`src/design/asr_pkg.sv`:
```
// constants for the accelerometer spi request and response block
package asr_pkg;
  localparam int FRAME_BITS = 16;
  localparam int CH_BITS    = 14;
  localparam int DATA_BITS  = 10;
  // request fields
  localparam int REQ_AXIS_BIT = 13;
  localparam int REQ_SQ_HI    = 15;
  localparam int REQ_SQ_MID   = 14;
  localparam int REQ_SQ_LO    = 12;
  localparam int REQ_KIND_HI  = 15;
  localparam int REQ_KIND_LO  = 14;
  localparam int REQ_SEL_HI   = 12;
  localparam int REQ_SEL_LO   = 8;
  // response fields
  localparam int RSP_PAR_BIT   = 12;
  localparam int RSP_ERR_POFF  = 3;
  localparam int RSP_ERR_WARM  = 2;
  localparam int RSP_ERR_FRAME = 2;
  localparam int RSP_ERR_ILL   = 1;
  localparam int RSP_ERR_DU    = 0;
  // response kind and fault class codes
  localparam logic [1:0] KIND_SENSOR = 2'h1;
  localparam logic [1:0] KIND_SELF   = 2'h2;
  localparam logic [1:0] KIND_EXCEPT = 2'h3;
  localparam logic [1:0] FAULT_SENSOR = 2'h0;
  localparam logic [1:0] FAULT_EXCEPT = 2'h1;
  localparam logic [1:0] FAULT_OTHER  = 2'h2;
  // control request kinds
  localparam logic [1:0] REQ_WRITE = 2'h1;
  localparam logic [1:0] REQ_READ  = 2'h2;
  // channel picks
  localparam logic [1:0] PICK_X_LO  = 2'h0;
  localparam logic [1:0] PICK_YZ_LO = 2'h1;
  localparam logic [1:0] PICK_X_HI  = 2'h2;
  localparam logic [1:0] PICK_YZ_HI = 2'h3;
  // control register bits
  localparam int CTL_POWER_DOWN = 0;
  localparam int CTL_SELF_CHECK = 1;
  localparam int CTL_TEMP_OFF   = 2;
  localparam int CTL_FRZ_LO     = 6;
  localparam int CTL_FRZ_HI     = 7;
  localparam logic [7:0] CTL_RESET = 8'h00;
  // freeze policies
  localparam logic [1:0] FRZ_ALL_BYTES = 2'h0;
  localparam logic [1:0] FRZ_CHANNEL   = 2'h1;
  localparam logic [1:0] FRZ_HIGH_BOTH = 2'h2;
  localparam logic [1:0] FRZ_NONE      = 2'h3;
  // first response after reset: illegal flag and unavailable flag
  localparam logic [15:0] RSP_RESET = 16'h0E03;
endpackage

```
`src/design/asr_core.sv`:
```
// spi slave request decoder, response builder and channel freeze logic
//
// How it works
// - request bit 13 high means sensor read, low means control access
// - channel pick 00 x low, 01 yz low, 10 x high, 11 yz high
// - response bit 12 makes the whole sixteen-bit word odd parity
// - sensor response carries sequence tag in bits 15 to 13
// - bits 11:10 give the response kind code
// - self-test active during sensor read gives kind code 10
// - self-test code when self check enabled or temperature compensation off
// - exception bits 9:8 give the fault class code
// - exception bit 3 set when sensor read during power-down
// - exception bit 2 set when heater loop out of regulation
// - exception bits 7:4 unused, bits 1 and 0 reserved, all zero
// - sample data right-justified in bits 9:0, zero padded
// - high register gives top ten bits, low gives four bits zero padded
// - policy 00: any read freezes both until all four parts read
// - policy 01: a byte read freezes that channel until its other byte
// - policy 10: high read freezes both until other channel high read
// - policy 11: outputs update continuously, never frozen
// - control request kind 01 write, 10 read, 00 and 11 unused
// - write byte in bits 7:0, ignored on a read
// - mode zero slave: change on falling clock, sample on rising
// - sixteen bits each way per frame, msb first, select low
// - edge count other than sixteen sets frame count error bit 2
// - control register cleared to zero at reset
`timescale 1ns/1ns
module asr_core #(
  parameter int CHW = asr_pkg::CH_BITS
) (
  input  wire logic           CLK,
  input  wire logic           RESETN,
  input  wire logic           SCLK,
  input  wire logic           SEL_N,
  input  wire logic           SDI,
  output logic                SDO,
  output logic                SDO_OE,
  input  wire logic [CHW-1:0] X_SAMPLE,
  input  wire logic [CHW-1:0] YZ_SAMPLE,
  input  wire logic           WARMING_FAULT,
  output logic [7:0]          CONTROL
);
  typedef struct packed {
    logic           sclk_d;
    logic           sel_d;
    logic [7:0]     ctl;
    logic [15:0]    rsp;
    logic [CHW-1:0] x_hold;
    logic [CHW-1:0] yz_hold;
    logic           x_frz;
    logic           yz_frz;
    logic [3:0]     seen;
  } asr_core_t;

  asr_core_t st, next_st;
  logic sclk_s;
  logic sel_s;
  logic sel_act;
  logic rise;
  logic fall;
  logic start;
  logic stop;
  logic shift_out;
  logic [15:0] rx;
  logic [5:0]  ecount;

  asr_sync u_sync_clk (
    .CLK    (CLK),
    .RESETN (RESETN),
    .d      (SCLK),
    .q      (sclk_s)
  );
  // select synchronised active high so its reset value matches an idle pin
  asr_sync u_sync_sel (
    .CLK    (CLK),
    .RESETN (RESETN),
    .d      (!SEL_N),
    .q      (sel_act)
  );
  assign sel_s = !sel_act;

  // edges found on the sampled link clock, only inside a frame
  assign rise  = !st.sel_d && sclk_s && !st.sclk_d;
  assign fall  = !st.sel_d && !sclk_s && st.sclk_d;
  assign start = st.sel_d && !sel_s;
  assign stop  = !st.sel_d && sel_s;

  asr_shift #(
    .W (asr_pkg::FRAME_BITS)
  ) u_shift (
    .CLK        (CLK),
    .RESETN     (RESETN),
    .start      (start),
    .rise       (rise),
    .fall       (fall),
    .load_word  (st.rsp),
    .din        (SDI),
    .dout       (shift_out),
    .rx_word    (rx),
    .edge_count (ecount)
  );

  // set parity bit so the word has odd parity
  function automatic logic [15:0] with_parity(input logic [15:0] w);
    logic [15:0] r;
    r = w;
    r[asr_pkg::RSP_PAR_BIT] = 1'b0;
    r[asr_pkg::RSP_PAR_BIT] = ~(^r);
    return r;
  endfunction

  // pick the ten bits of one register from a channel word
  function automatic logic [9:0] reg_part(input logic [CHW-1:0] w, input logic hi);
    logic [9:0] r;
    if (hi) begin
      r = w[CHW-1 -: asr_pkg::DATA_BITS];
    end else begin
      r = {6'h00, w[3:0]};
    end
    return r;
  endfunction

  logic [1:0]  pick;
  logic        pick_hi;
  logic        pick_yz;
  logic [2:0]  tag;
  logic [9:0]  data;
  logic [15:0] built;
  logic [3:0]  seen_now;
  logic        frame_ok;

  assign pick     = rx[1:0];
  assign pick_hi  = pick[1];
  assign pick_yz  = pick[0];
  assign tag      = {rx[asr_pkg::REQ_SQ_HI], rx[asr_pkg::REQ_SQ_MID],
                     rx[asr_pkg::REQ_SQ_LO]};
  assign frame_ok = (ecount == 6'(asr_pkg::FRAME_BITS));
  assign seen_now = st.seen | (4'h1 << pick);

  always_comb begin
    next_st        = st;
    next_st.sclk_d = sclk_s;
    next_st.sel_d  = sel_s;
    data           = pick_yz ? reg_part(st.yz_hold, pick_hi) :
                               reg_part(st.x_hold, pick_hi);
    built          = st.rsp;
    // holding registers follow the filters unless frozen
    if (!st.x_frz) begin
      next_st.x_hold = X_SAMPLE;
    end
    if (!st.yz_frz) begin
      next_st.yz_hold = YZ_SAMPLE;
    end
    if (stop) begin
      if (!frame_ok) begin
        built = 16'hE00 | (16'h1 << asr_pkg::RSP_ERR_FRAME);
      end else if (rx[asr_pkg::REQ_AXIS_BIT]) begin
        built = {tag, 1'b0, 12'h000};
        if (st.ctl[asr_pkg::CTL_POWER_DOWN] || WARMING_FAULT) begin
          built[11:10] = asr_pkg::KIND_EXCEPT;
          built[9:8]   = asr_pkg::FAULT_EXCEPT;
          built[asr_pkg::RSP_ERR_POFF] = st.ctl[asr_pkg::CTL_POWER_DOWN];
          built[asr_pkg::RSP_ERR_WARM] = WARMING_FAULT;
        end else begin
          if (st.ctl[asr_pkg::CTL_SELF_CHECK] || st.ctl[asr_pkg::CTL_TEMP_OFF]) begin
            built[11:10] = asr_pkg::KIND_SELF;
          end else begin
            built[11:10] = asr_pkg::KIND_SENSOR;
          end
          built[9:0] = data;
          // freeze handling on a served channel read
          case ({st.ctl[asr_pkg::CTL_FRZ_HI], st.ctl[asr_pkg::CTL_FRZ_LO]})
            asr_pkg::FRZ_ALL_BYTES: begin
              next_st.seen = (seen_now == 4'hF) ? 4'h0 : seen_now;
              next_st.x_frz  = (seen_now != 4'hF);
              next_st.yz_frz = (seen_now != 4'hF);
            end
            asr_pkg::FRZ_CHANNEL: begin
              next_st.seen = seen_now;
              if (pick_yz) begin
                next_st.yz_frz = !(seen_now[asr_pkg::PICK_YZ_LO] &&
                                   seen_now[asr_pkg::PICK_YZ_HI]);
                if (!next_st.yz_frz) begin
                  next_st.seen[asr_pkg::PICK_YZ_LO] = 1'b0;
                  next_st.seen[asr_pkg::PICK_YZ_HI] = 1'b0;
                end
              end else begin
                next_st.x_frz = !(seen_now[asr_pkg::PICK_X_LO] &&
                                  seen_now[asr_pkg::PICK_X_HI]);
                if (!next_st.x_frz) begin
                  next_st.seen[asr_pkg::PICK_X_LO] = 1'b0;
                  next_st.seen[asr_pkg::PICK_X_HI] = 1'b0;
                end
              end
            end
            asr_pkg::FRZ_HIGH_BOTH: begin
              if (pick_hi) begin
                next_st.seen = seen_now;
                if (seen_now[asr_pkg::PICK_X_HI] && seen_now[asr_pkg::PICK_YZ_HI]) begin
                  next_st.seen   = 4'h0;
                  next_st.x_frz  = 1'b0;
                  next_st.yz_frz = 1'b0;
                end else begin
                  next_st.x_frz  = 1'b1;
                  next_st.yz_frz = 1'b1;
                end
              end
            end
            default: begin
              next_st.seen   = 4'h0;
              next_st.x_frz  = 1'b0;
              next_st.yz_frz = 1'b0;
            end
          endcase
        end
      end else begin
        // control register access
        built = {rx[15:13], 1'b0, 12'hE00};
        case (rx[asr_pkg::REQ_KIND_HI:asr_pkg::REQ_KIND_LO])
          asr_pkg::REQ_WRITE: begin
            next_st.ctl = rx[7:0];
            built[7:0]  = rx[7:0];
          end
          asr_pkg::REQ_READ: begin
            built[7:0] = st.ctl;
          end
          default: begin
            built = 16'hE00 | (16'h1 << asr_pkg::RSP_ERR_ILL);
          end
        endcase
      end
      // policy 11 or a policy change lets outputs run again
      if ({next_st.ctl[asr_pkg::CTL_FRZ_HI], next_st.ctl[asr_pkg::CTL_FRZ_LO]}
          != {st.ctl[asr_pkg::CTL_FRZ_HI], st.ctl[asr_pkg::CTL_FRZ_LO]}) begin
        next_st.seen   = 4'h0;
        next_st.x_frz  = 1'b0;
        next_st.yz_frz = 1'b0;
      end
      next_st.rsp = with_parity(built);
    end
  end

  always_ff @(posedge CLK or negedge RESETN) begin
    if (!RESETN) begin
      st        <= '0;
      st.sclk_d <= 1'b0;
      st.sel_d  <= 1'b1;
      st.ctl    <= asr_pkg::CTL_RESET;
      st.rsp    <= asr_pkg::RSP_RESET;
    end else begin
      st <= next_st;
    end
  end

  assign SDO     = shift_out;
  assign SDO_OE  = !st.sel_d;
  assign CONTROL = st.ctl;
endmodule // asr_core

```
`src/design/asr_shift.sv`:
```
// 16-bit mode-0 serial shifter, msb first, clocked by sampled edges
`timescale 1ns/1ns
module asr_shift #(
  parameter int W = 16
) (
  input  wire logic         CLK,
  input  wire logic         RESETN,
  input  wire logic         start,
  input  wire logic         rise,
  input  wire logic         fall,
  input  wire logic [W-1:0] load_word,
  input  wire logic         din,
  output logic              dout,
  output logic [W-1:0]      rx_word,
  output logic [5:0]        edge_count
);
  typedef struct packed {
    logic [W-1:0] tx;
    logic [W-1:0] rx;
    logic [5:0]   cnt;
  } asr_shift_t;
  asr_shift_t st, next_st;
  always_comb begin
    next_st = st;
    if (start) begin
      next_st.tx  = load_word;
      next_st.cnt = 6'h00;
    end else begin
      if (rise) begin
        next_st.rx = {st.rx[W-2:0], din};
        if (st.cnt != 6'h3F) begin
          next_st.cnt = st.cnt + 6'h01;
        end
      end
      if (fall) begin
        next_st.tx = {st.tx[W-2:0], 1'b0};
      end
    end
  end
  always_ff @(posedge CLK or negedge RESETN) begin
    if (!RESETN) begin
      st <= '0;
    end else begin
      st <= next_st;
    end
  end
  assign dout       = st.tx[W-1];
  assign rx_word    = st.rx;
  assign edge_count = st.cnt;
endmodule // asr_shift

```
`src/design/asr_sync.sv`:
```
// three-stage synchroniser with second/third stage agreement
`timescale 1ns/1ns
module asr_sync (
  input  wire logic CLK,
  input  wire logic RESETN,
  input  wire logic d,
  output logic      q
);
  typedef struct packed {
    logic s1;
    logic s2;
    logic s3;
    logic q;
  } asr_sync_t;
  asr_sync_t st, next_st;
  always_comb begin
    next_st    = st;
    next_st.s1 = d;
    next_st.s2 = st.s1;
    next_st.s3 = st.s2;
    if (st.s2 == st.s3) begin
      next_st.q = st.s3;
    end
  end
  always_ff @(posedge CLK or negedge RESETN) begin
    if (!RESETN) begin
      st <= '0;
    end else begin
      st <= next_st;
    end
  end
  assign q = st.q;
endmodule // asr_sync
```
`config.mk`:
```
export PLATFORM = sky130hd
export DESIGN_NAME = asr_core
export DESIGN_NICKNAME = d
export VERILOG_FILES = /design/src/design/asr_pkg.sv /design/src/design/asr_core.sv /design/src/design/asr_shift.sv /design/src/design/asr_sync.sv
export SDC_FILE = /design/constraint.sdc
export NUM_CORES = 1
export LEC_CHECK = 0
export ABC_AREA = 0
export BUFFER_PORTS_ARGS = -buffer_cell sky130_fd_sc_hd__buf_2
export CORE_ASPECT_RATIO = 2
export CORE_MARGIN = 10
export CORE_UTILIZATION = 46
export CTS_CLUSTER_SIZE = 14
export DETAILED_ROUTE_END_ITERATION = 16
export GPL_TIMING_DRIVEN = 1
export PLACE_DENSITY = 0.66
export SKIP_CTS_REPAIR_TIMING = 1
export SYNTH_ARGS = -nofsm -noshare
export SYNTH_HDL_FRONTEND = slang
export SYNTH_SLANG_ARGS = --single-unit
```
`constraint.sdc`:
```
create_clock -name CLK -period 2.3 [get_ports CLK]
set_input_delay 0.115 -clock CLK [delete_from_list [all_inputs] [get_ports CLK]]
set_output_delay 0.115 -clock CLK [all_outputs]
set_load 0.1 [all_outputs]
```
==> results.yml, run 1 <==
layout:
  drive_gt1_frac: 0.3420
  layout.area.seq_um2: 2664
  n_antenna_cell: 0
  multi_input_area_um2: 2414
  final_nets: 575
  nFillCells: 962
  fin_cells: 683
  area_growth_syn_to_layout_pct: 18.08
timing:
  fmax_mhz: 424.0
  hold_viol: 0
  fin_skew_ns: 0.01222
  timing.final.crit_share: 1.025
  slew_headroom: 0.5539
  rsz0062_at_grt: "yes"
  min_period_ns: 2.358
  worstMarginPinSlew_ns: 0.6692
  report.final.setup_viol: 1
  fin_ws_ns: -0.05826
  holdWs_ns: 0.00003489
  drv_slew: 0
  fin_setup_tns_ns: -0.05826
synth:
  syn_avg_cell_area_um2: 11.06
  synth_top_cell_by_area: "dfrtp_1"
  synth_xor_area_frac: 0.02344
  synth_nets: 512
  ys_ff_latch: 106
  synth_compound_area_frac: 0.1366
  synth_top_area_frac: 0.4784
  syn_inst: 473
  ys_warn_count: 0
  ys.flop_type: "dfrtp_1"
  seq_area_frac_synth: 0.5085
  synth-simple-area-share: 0.1033
  synth_mux_area_frac: 0.1681
  synth.distinct_cells: 61
  synthAdderAreaFrac: 0.01579
  synth_top_family_by_area: "multiplexers"
  synth_edf_count: 0
  synthArstFlopShare: 1.000
  yosysMostFrequentCell: "dfrtp_1"
  netlist_top_cells_area: "dfrtp_1 48%, mux2_2 11%, mux2i_1 4.4%"
  synthTopCellsByCount: "100 x dfrtp_1, 51 x mux2_2, 47 x nand2_1"
  synth_area_um2: 5231
drt:
  drtIter0Drc: 174
  vias: 3815
  finalWirelength_mm: 12.12
  final_antenna_net_count: 0
  wl_per_cell_um: 17.75
  drc_errors: 0
  first_pass_iters: 5
  viasPerCell: 5.586
worst_hold_path:
  holdPathStages: 2
  hold_path_end: "st[32]"
  hp-start: "X_SAMPLE[12]"
  hp-class: "primary input to register"
worst_setup_path:
  reg2reg_from: "u_shift.rx_word[14]"
  path_class: "register to register"
  critical_path_depth: 9
  r2r_cells: 9
  cp_data_arrival_time_ns: 2.63
  critPathCaptureType: "register"
  crit_path_cell_trace: "inv_2, ha_4, or2_4, or3_4, o211ai_1, xor2_1, nand3_1, a2111oi_2, nand3b_1"
  max_stage_delay_ns: 0.42
  path_delay_family: "simple AND/OR/NAND/NOR gates"
  startpoint_type: "register"
  worstPathRequired_ns: 2.57
  cp_max_fo: 4
  reg2reg_setup_slack_ns: -0.06
  crit_buf_inv: 1
  critPathSlowestCell: "dfrtp_1"
  timing.rr.end: "st[46]"
clock_network:
  cts_htree_levels: 3
  clkTransAtPathRegs_ns: 0.07
  root_buffer: "clkbuf_16"
  insertion_delay_ns: 0.34
  cts_tree: "built"
  cts_buffers: 9
  clockBufferDepth: 2
  clock_sinks: 106
global_route:
  grtUsageTotal: 0.1556
  gr-total-overflow: 0
  grt_max_degree: 45
  antenna_found_initial: 0
  grt_pass1_wl_mm: 19.89
  grt_pass1_vias: 4072
floorplanning:
  coreArea_um2: 11220
  rows: 55
  die_w_um: 95.41
  dieHeight_um: 170.8
  ioPinCount: 44
  die-area_um2: 16300
  initial_utilization: 0.4664
status:
  outcome: "finished with violations"
  failed_checks: "setup timing"
power_and_ir_drop:
  power.leakage_nw: 2.710
  pwr_density_cell_nw_per_um2: 740.4
  p_total_mw: 4.573
  ir_worst_vdd_mv: 0.4178
job:
  max-cap-violations: 0
place:
  dpl.cell_count: 662
  place.gp.congestion: 0.8696
  hpwl_mm: 9.309
  portBuffers: 43
-- worst max-delay path by stage --
stage / from / end / slack (ns)
floorplan: u_shift.rx_word[14] / st[46] / 0.03
global placement: u_shift.rx_word[15] / st[46] / -0.07
detailed placement: u_shift.rx_word[15] / st[46] / -0.15
CTS: u_shift.rx_word[15] / st[46] / -0.17
global route: u_shift.rx_word[14] / st[46] / -0.14
finish: u_shift.rx_word[14] / st[46] / -0.06
-- final cells by class --
cell class              count  area share
flip-flops and latches    106      0.4312
multi-input cells         320      0.3907
repair buffers             88     0.09621
clock buffers              10     0.03869
well taps                 142     0.02876
clock inverters             6    0.007697
inverters                  11    0.006684
-- through the flow --
| stage | setup WS, ns | instance area, um^2 | utilization |
|---|---|---|---|
| finish | -0.05826 | 6177 | 0.5507 |
| global route | -0.1429 | 6177 | 0.5507 |
| CTS | -0.1697 | 6072 | 0.5413 |
| detailed placement | -0.1496 | 5786 | 0.5158 |
| global placement | -0.06829 | 5786 | 0.5158 |
| floorplan | 0.02957 | 5245 | - |
-- per-layer routing --
layer / vias up / share of wire / global-route usage
met1: 1875 / 0.36 / 0.1594
li1: 1817 / - / -
met3: 26 / 0.038 / 0.02808
met2: 97 / 0.57 / 0.2864
met5: - / 0 / 0
met4: 0 / 0.034 / 0.07995
-- sequential cells by signal, summed over array words and instances, names as in the netlist --
register            cells
u_shift.edge_count      6
u_sync_clk.st           1
CONTROL                 8
u_sync_sel.next_st      2
u_shift.st             15
u_sync_clk.next_st      2
u_sync_sel.q            1
u_sync_sel.st           1
u_shift.rx_word        16
st                     52
u_sync_clk.q            1
u_shift.dout            1
-- where the power goes --
part,switching (mW),internal (mW)
clock network,0.687,0.774
registers,0.186,2.07
logic,0.474,0.380
-- cell families (layout without fill, tap and decap cells) --
kind of cell / Yosys count / after routing
DFF: 106 / 106
AOI/OAI and AO/OA: 108 / 108
xor gates and xnor gates: 14 / 14
muxes: 78 / 78
adders and majority gates: 7 / 7
buffers and inverters: 47 / 115
and+or+nand+nor: 113 / 113
-- layout by cell type, fill, tap and decap left out, drive strengths merged, types with 9 or more instances in the layout --
cell type and instances:
o21ai 39, nand2 47, mux2i 23, xnor2 9, clkbuf 10, a21oi 16
nor2 26, buf 84, mux2 53, dfrtp 100, inv 13
Note: power is estimated with default switching activity, not from simulation.
==> run 2: changes to the inputs <==
--- a/config.mk
+++ b/config.mk
@@ -5,7 +5,7 @@
 export SDC_FILE = /design/constraint.sdc
 export NUM_CORES = 1
 export LEC_CHECK = 0
-export ABC_AREA = 0
+export ABC_AREA = 1
 export BUFFER_PORTS_ARGS = -buffer_cell sky130_fd_sc_hd__buf_2
 export CORE_ASPECT_RATIO = 2
 export CORE_MARGIN = 10
==> run 2 against run 1 <==
Effect of this change: worst hold slack worse by 0.025 ns; cell area up 4.7%; synthesized cell count up 56%; via count up 27%; flip-flop and latch count unchanged; clock-buffer cell count up 1; clock power about the same; critical endpoint unchanged; non-clock buffer count down 1; critical path type unchanged; global-route usage down 0.15 points; critical path depth up 5; first-iteration DRC count up 72%; the run ends with hold timing left; sequential power about the same.
==> results.yml, run 2 <==
status:
  outcome: "finished with violations"
  failed_checks: "hold timing"
worst_setup_path:
  cp_max_fo: 5
  worstPathRequired_ns: 2.54
  r2r_cells: 14
  reg2reg_setup_slack_ns: 0.13
  startpoint_type: "register"
  reg2reg_from: "u_shift.edge_count[0]"
  critPathCaptureType: "register"
  timing.rr.end: "st[46]"
  path_class: "register to register"
  cp_data_arrival_time_ns: 2.41
synth:
  synth_nets: 776
  yosysMostFrequentCell: "nand2_1"
  netlist_top_cells_area: "dfrtp_1 45%, nand2_1 20%, o21ai_0 4.6%"
  synth_top_area_frac: 0.4488
  synth_top_cell_by_area: "dfrtp_1"
  synth.distinct_cells: 42
  ys.flop_type: "dfrtp_1"
  syn_inst: 737
  synth_area_um2: 5575
  synthTopCellsByCount: "296 x nand2_1, 100 x dfrtp_1, 66 x inv_1"
  ys_ff_latch: 106
  ys_warn_count: 0
  synth_edf_count: 0
  seq_area_frac_synth: 0.4771
  syn_avg_cell_area_um2: 7.565
  synthArstFlopShare: 1.000
floorplanning:
  dieHeight_um: 175.7
  rows: 56
  initial_utilization: 0.4736
  die_w_um: 97.85
  ioPinCount: 44
  die-area_um2: 17190
  coreArea_um2: 11770
timing:
  slew_headroom: 0.6061
  drv_slew: 0
  timing.final.crit_share: 0.9451
  fmax_mhz: 460.0
  worstMarginPinSlew_ns: 0.5902
  fin_skew_ns: 0.009145
  hold_viol: 3
  holdWs_ns: -0.02462
  report.final.setup_viol: 0
  rsz0062_at_grt: "yes"
  min_period_ns: 2.174
global_route:
  grt_max_degree: 48
  grt_pass1_wl_mm: 22.14
  antenna_found_initial: 0
  grt_pass1_vias: 4666
  grtUsageTotal: 0.1541
  gr-total-overflow: 0
power_and_ir_drop:
  pwr_density_cell_nw_per_um2: 791.2
  ir_worst_vdd_mv: 0.4437
  p_total_mw: 5.119
  power.leakage_nw: 3.184
drt:
  drtIter0Drc: 300
  wl_per_cell_um: 14.38
  drc_errors: 0
  final_antenna_net_count: 0
  finalWirelength_mm: 13.64
  viasPerCell: 5.125
  vias: 4864
  first_pass_iters: 5
layout:
  drive_gt1_frac: 0.1405
  n_antenna_cell: 0
  final_nets: 838
  post-route-util: 0.5496
  largest-register: "st"
  area_growth_syn_to_layout_pct: 16.05
  final_common_cell: "nand2_1"
  nFillCells: 1127
  largest_reg_flops: 52
  fin_area_um2: 6470
  layout_common_cells: "296 x nand2_1, 100 x dfrtp_1, 66 x inv_1"
worst_hold_path:
  hp-start: "YZ_SAMPLE[9]"
  holdPathStages: 3
  hp-class: "primary input to register"
  hold_path_end: "st[15]"
clock_network:
  clkTransAtPathRegs_ns: 0.07
  clock_sinks: 106
  insertion_delay_ns: 0.35
  clockBufferDepth: 2
  cts_htree_levels: 3
  cts_buffers: 9
  cts_tree: "built"
  root_buffer: "clkbuf_16"
place:
  place_area_um2: 5858
  portBuffers: 43
  place.gp.congestion: 0.9645
  hpwl_mm: 9.979
job:
  max-cap-violations: 0
## run 2: changes by cell type in the layout (fill, tap and decap cells not counted), moves of 7 or more
cell | previous run | this run
inv_1 | 10 | 66
mux2_2 | 51 | 4
mux2i_1 | 23 | 0
nand3_1 | 7 | 40
a31oi_1 | 3 | 18
dlygate4sd3_1 | 4 | 28
a22o_1 | 7 | 0
nor2_1 | 24 | 43
nand2_1 | 47 | 296
o21ai_0 | 38 | 50
buf_4 | 39 | 15
xnor2_1 | 9 | 0
## run 2: final cells by class
class / instances / area [um^2] / area share
clock inverter: 5 / 37.54 / 0.005802
inverter: 75 / 285.3 / 0.04409
timing repair buffer: 87 / 643.1 / 0.09940
tap: 145 / 181.4 / 0.02804
clock buffer: 11 / 242.7 / 0.03752
sequential: 106 / 2660 / 0.4111
multi-input combinational: 520 / 2420 / 0.3740
## run 2: logic make-up after synthesis
family | share of synthesized area
buffers and inverters | 0.09268
flip-flops | 0.4771
AO/OA/AOI/OAI | 0.1084
multiplexers | 0.008078
adder cells (fa/ha/maj) | 0.01481
AND/OR/NAND/NOR | 0.2989
## run 2: layer usage
layer  wire length (um)  global-route usage
met1               5234              0.1581
met2               7359              0.2867
met3                550             0.03027
met4                498             0.07369
met5                  0                   0
## run 2: worst max-delay path by stage
| stage | startpoint | depth (start not counted) | endpoint | slack [ns] |
|---|---|---|---|---|
| 3_5_place_dp | u_shift.rx_word[15] | 15 | st[46] | 0.12 |
| 4_1_cts | u_shift.rx_word[15] | 15 | st[46] | 0.10 |
| 6_report | u_shift.edge_count[0] | 14 | st[46] | 0.13 |
| 2_1_floorplan | st[58] | 9 | u_shift.edge_count[5] | 0.28 |
| 5_1_grt | u_shift.edge_count[0] | 14 | st[46] | -0.02 |
| 3_3_place_gp | u_shift.rx_word[15] | 15 | st[46] | 0.17 |
## run 2: report_power, final
part | total, mW | switching, mW | internal, mW
sequential | 2.28 | 0.176 | 2.10
clock | 1.46 | 0.685 | 0.771
combinational | 1.39 | 0.931 | 0.457
total | 5.12 | 1.79 | 3.33
## run 2: worst max-delay path, stage by stage (launching register included)
cell and delay, ns:
dfrtp_1 0.39, inv_1 0.13, ha_1 0.18, nand3_1 0.19, nor2_2 0.30, buf_4 0.16, nand3_1 0.09, o21ai_0 0.09
nand2_1 0.11, nand2_1 0.08, nand2_1 0.06, nand3_2 0.07, nand3_1 0.07, nand3_1 0.08, nand2_1 0.04
## run 2: per-stage QoR
stage                     TNS (ns)  setup slack [ns]  hold WS, ns  cells
after global placement           0            0.1698       0.1001    900
after global routing      -0.02437          -0.02437     0.001729    949
final                            0            0.1262     -0.02462    949
after floorplan                  0            0.2788      -0.1806    737
after detailed placement         0            0.1216       0.1105    900
after CTS                        0            0.1047      -0.2604    916
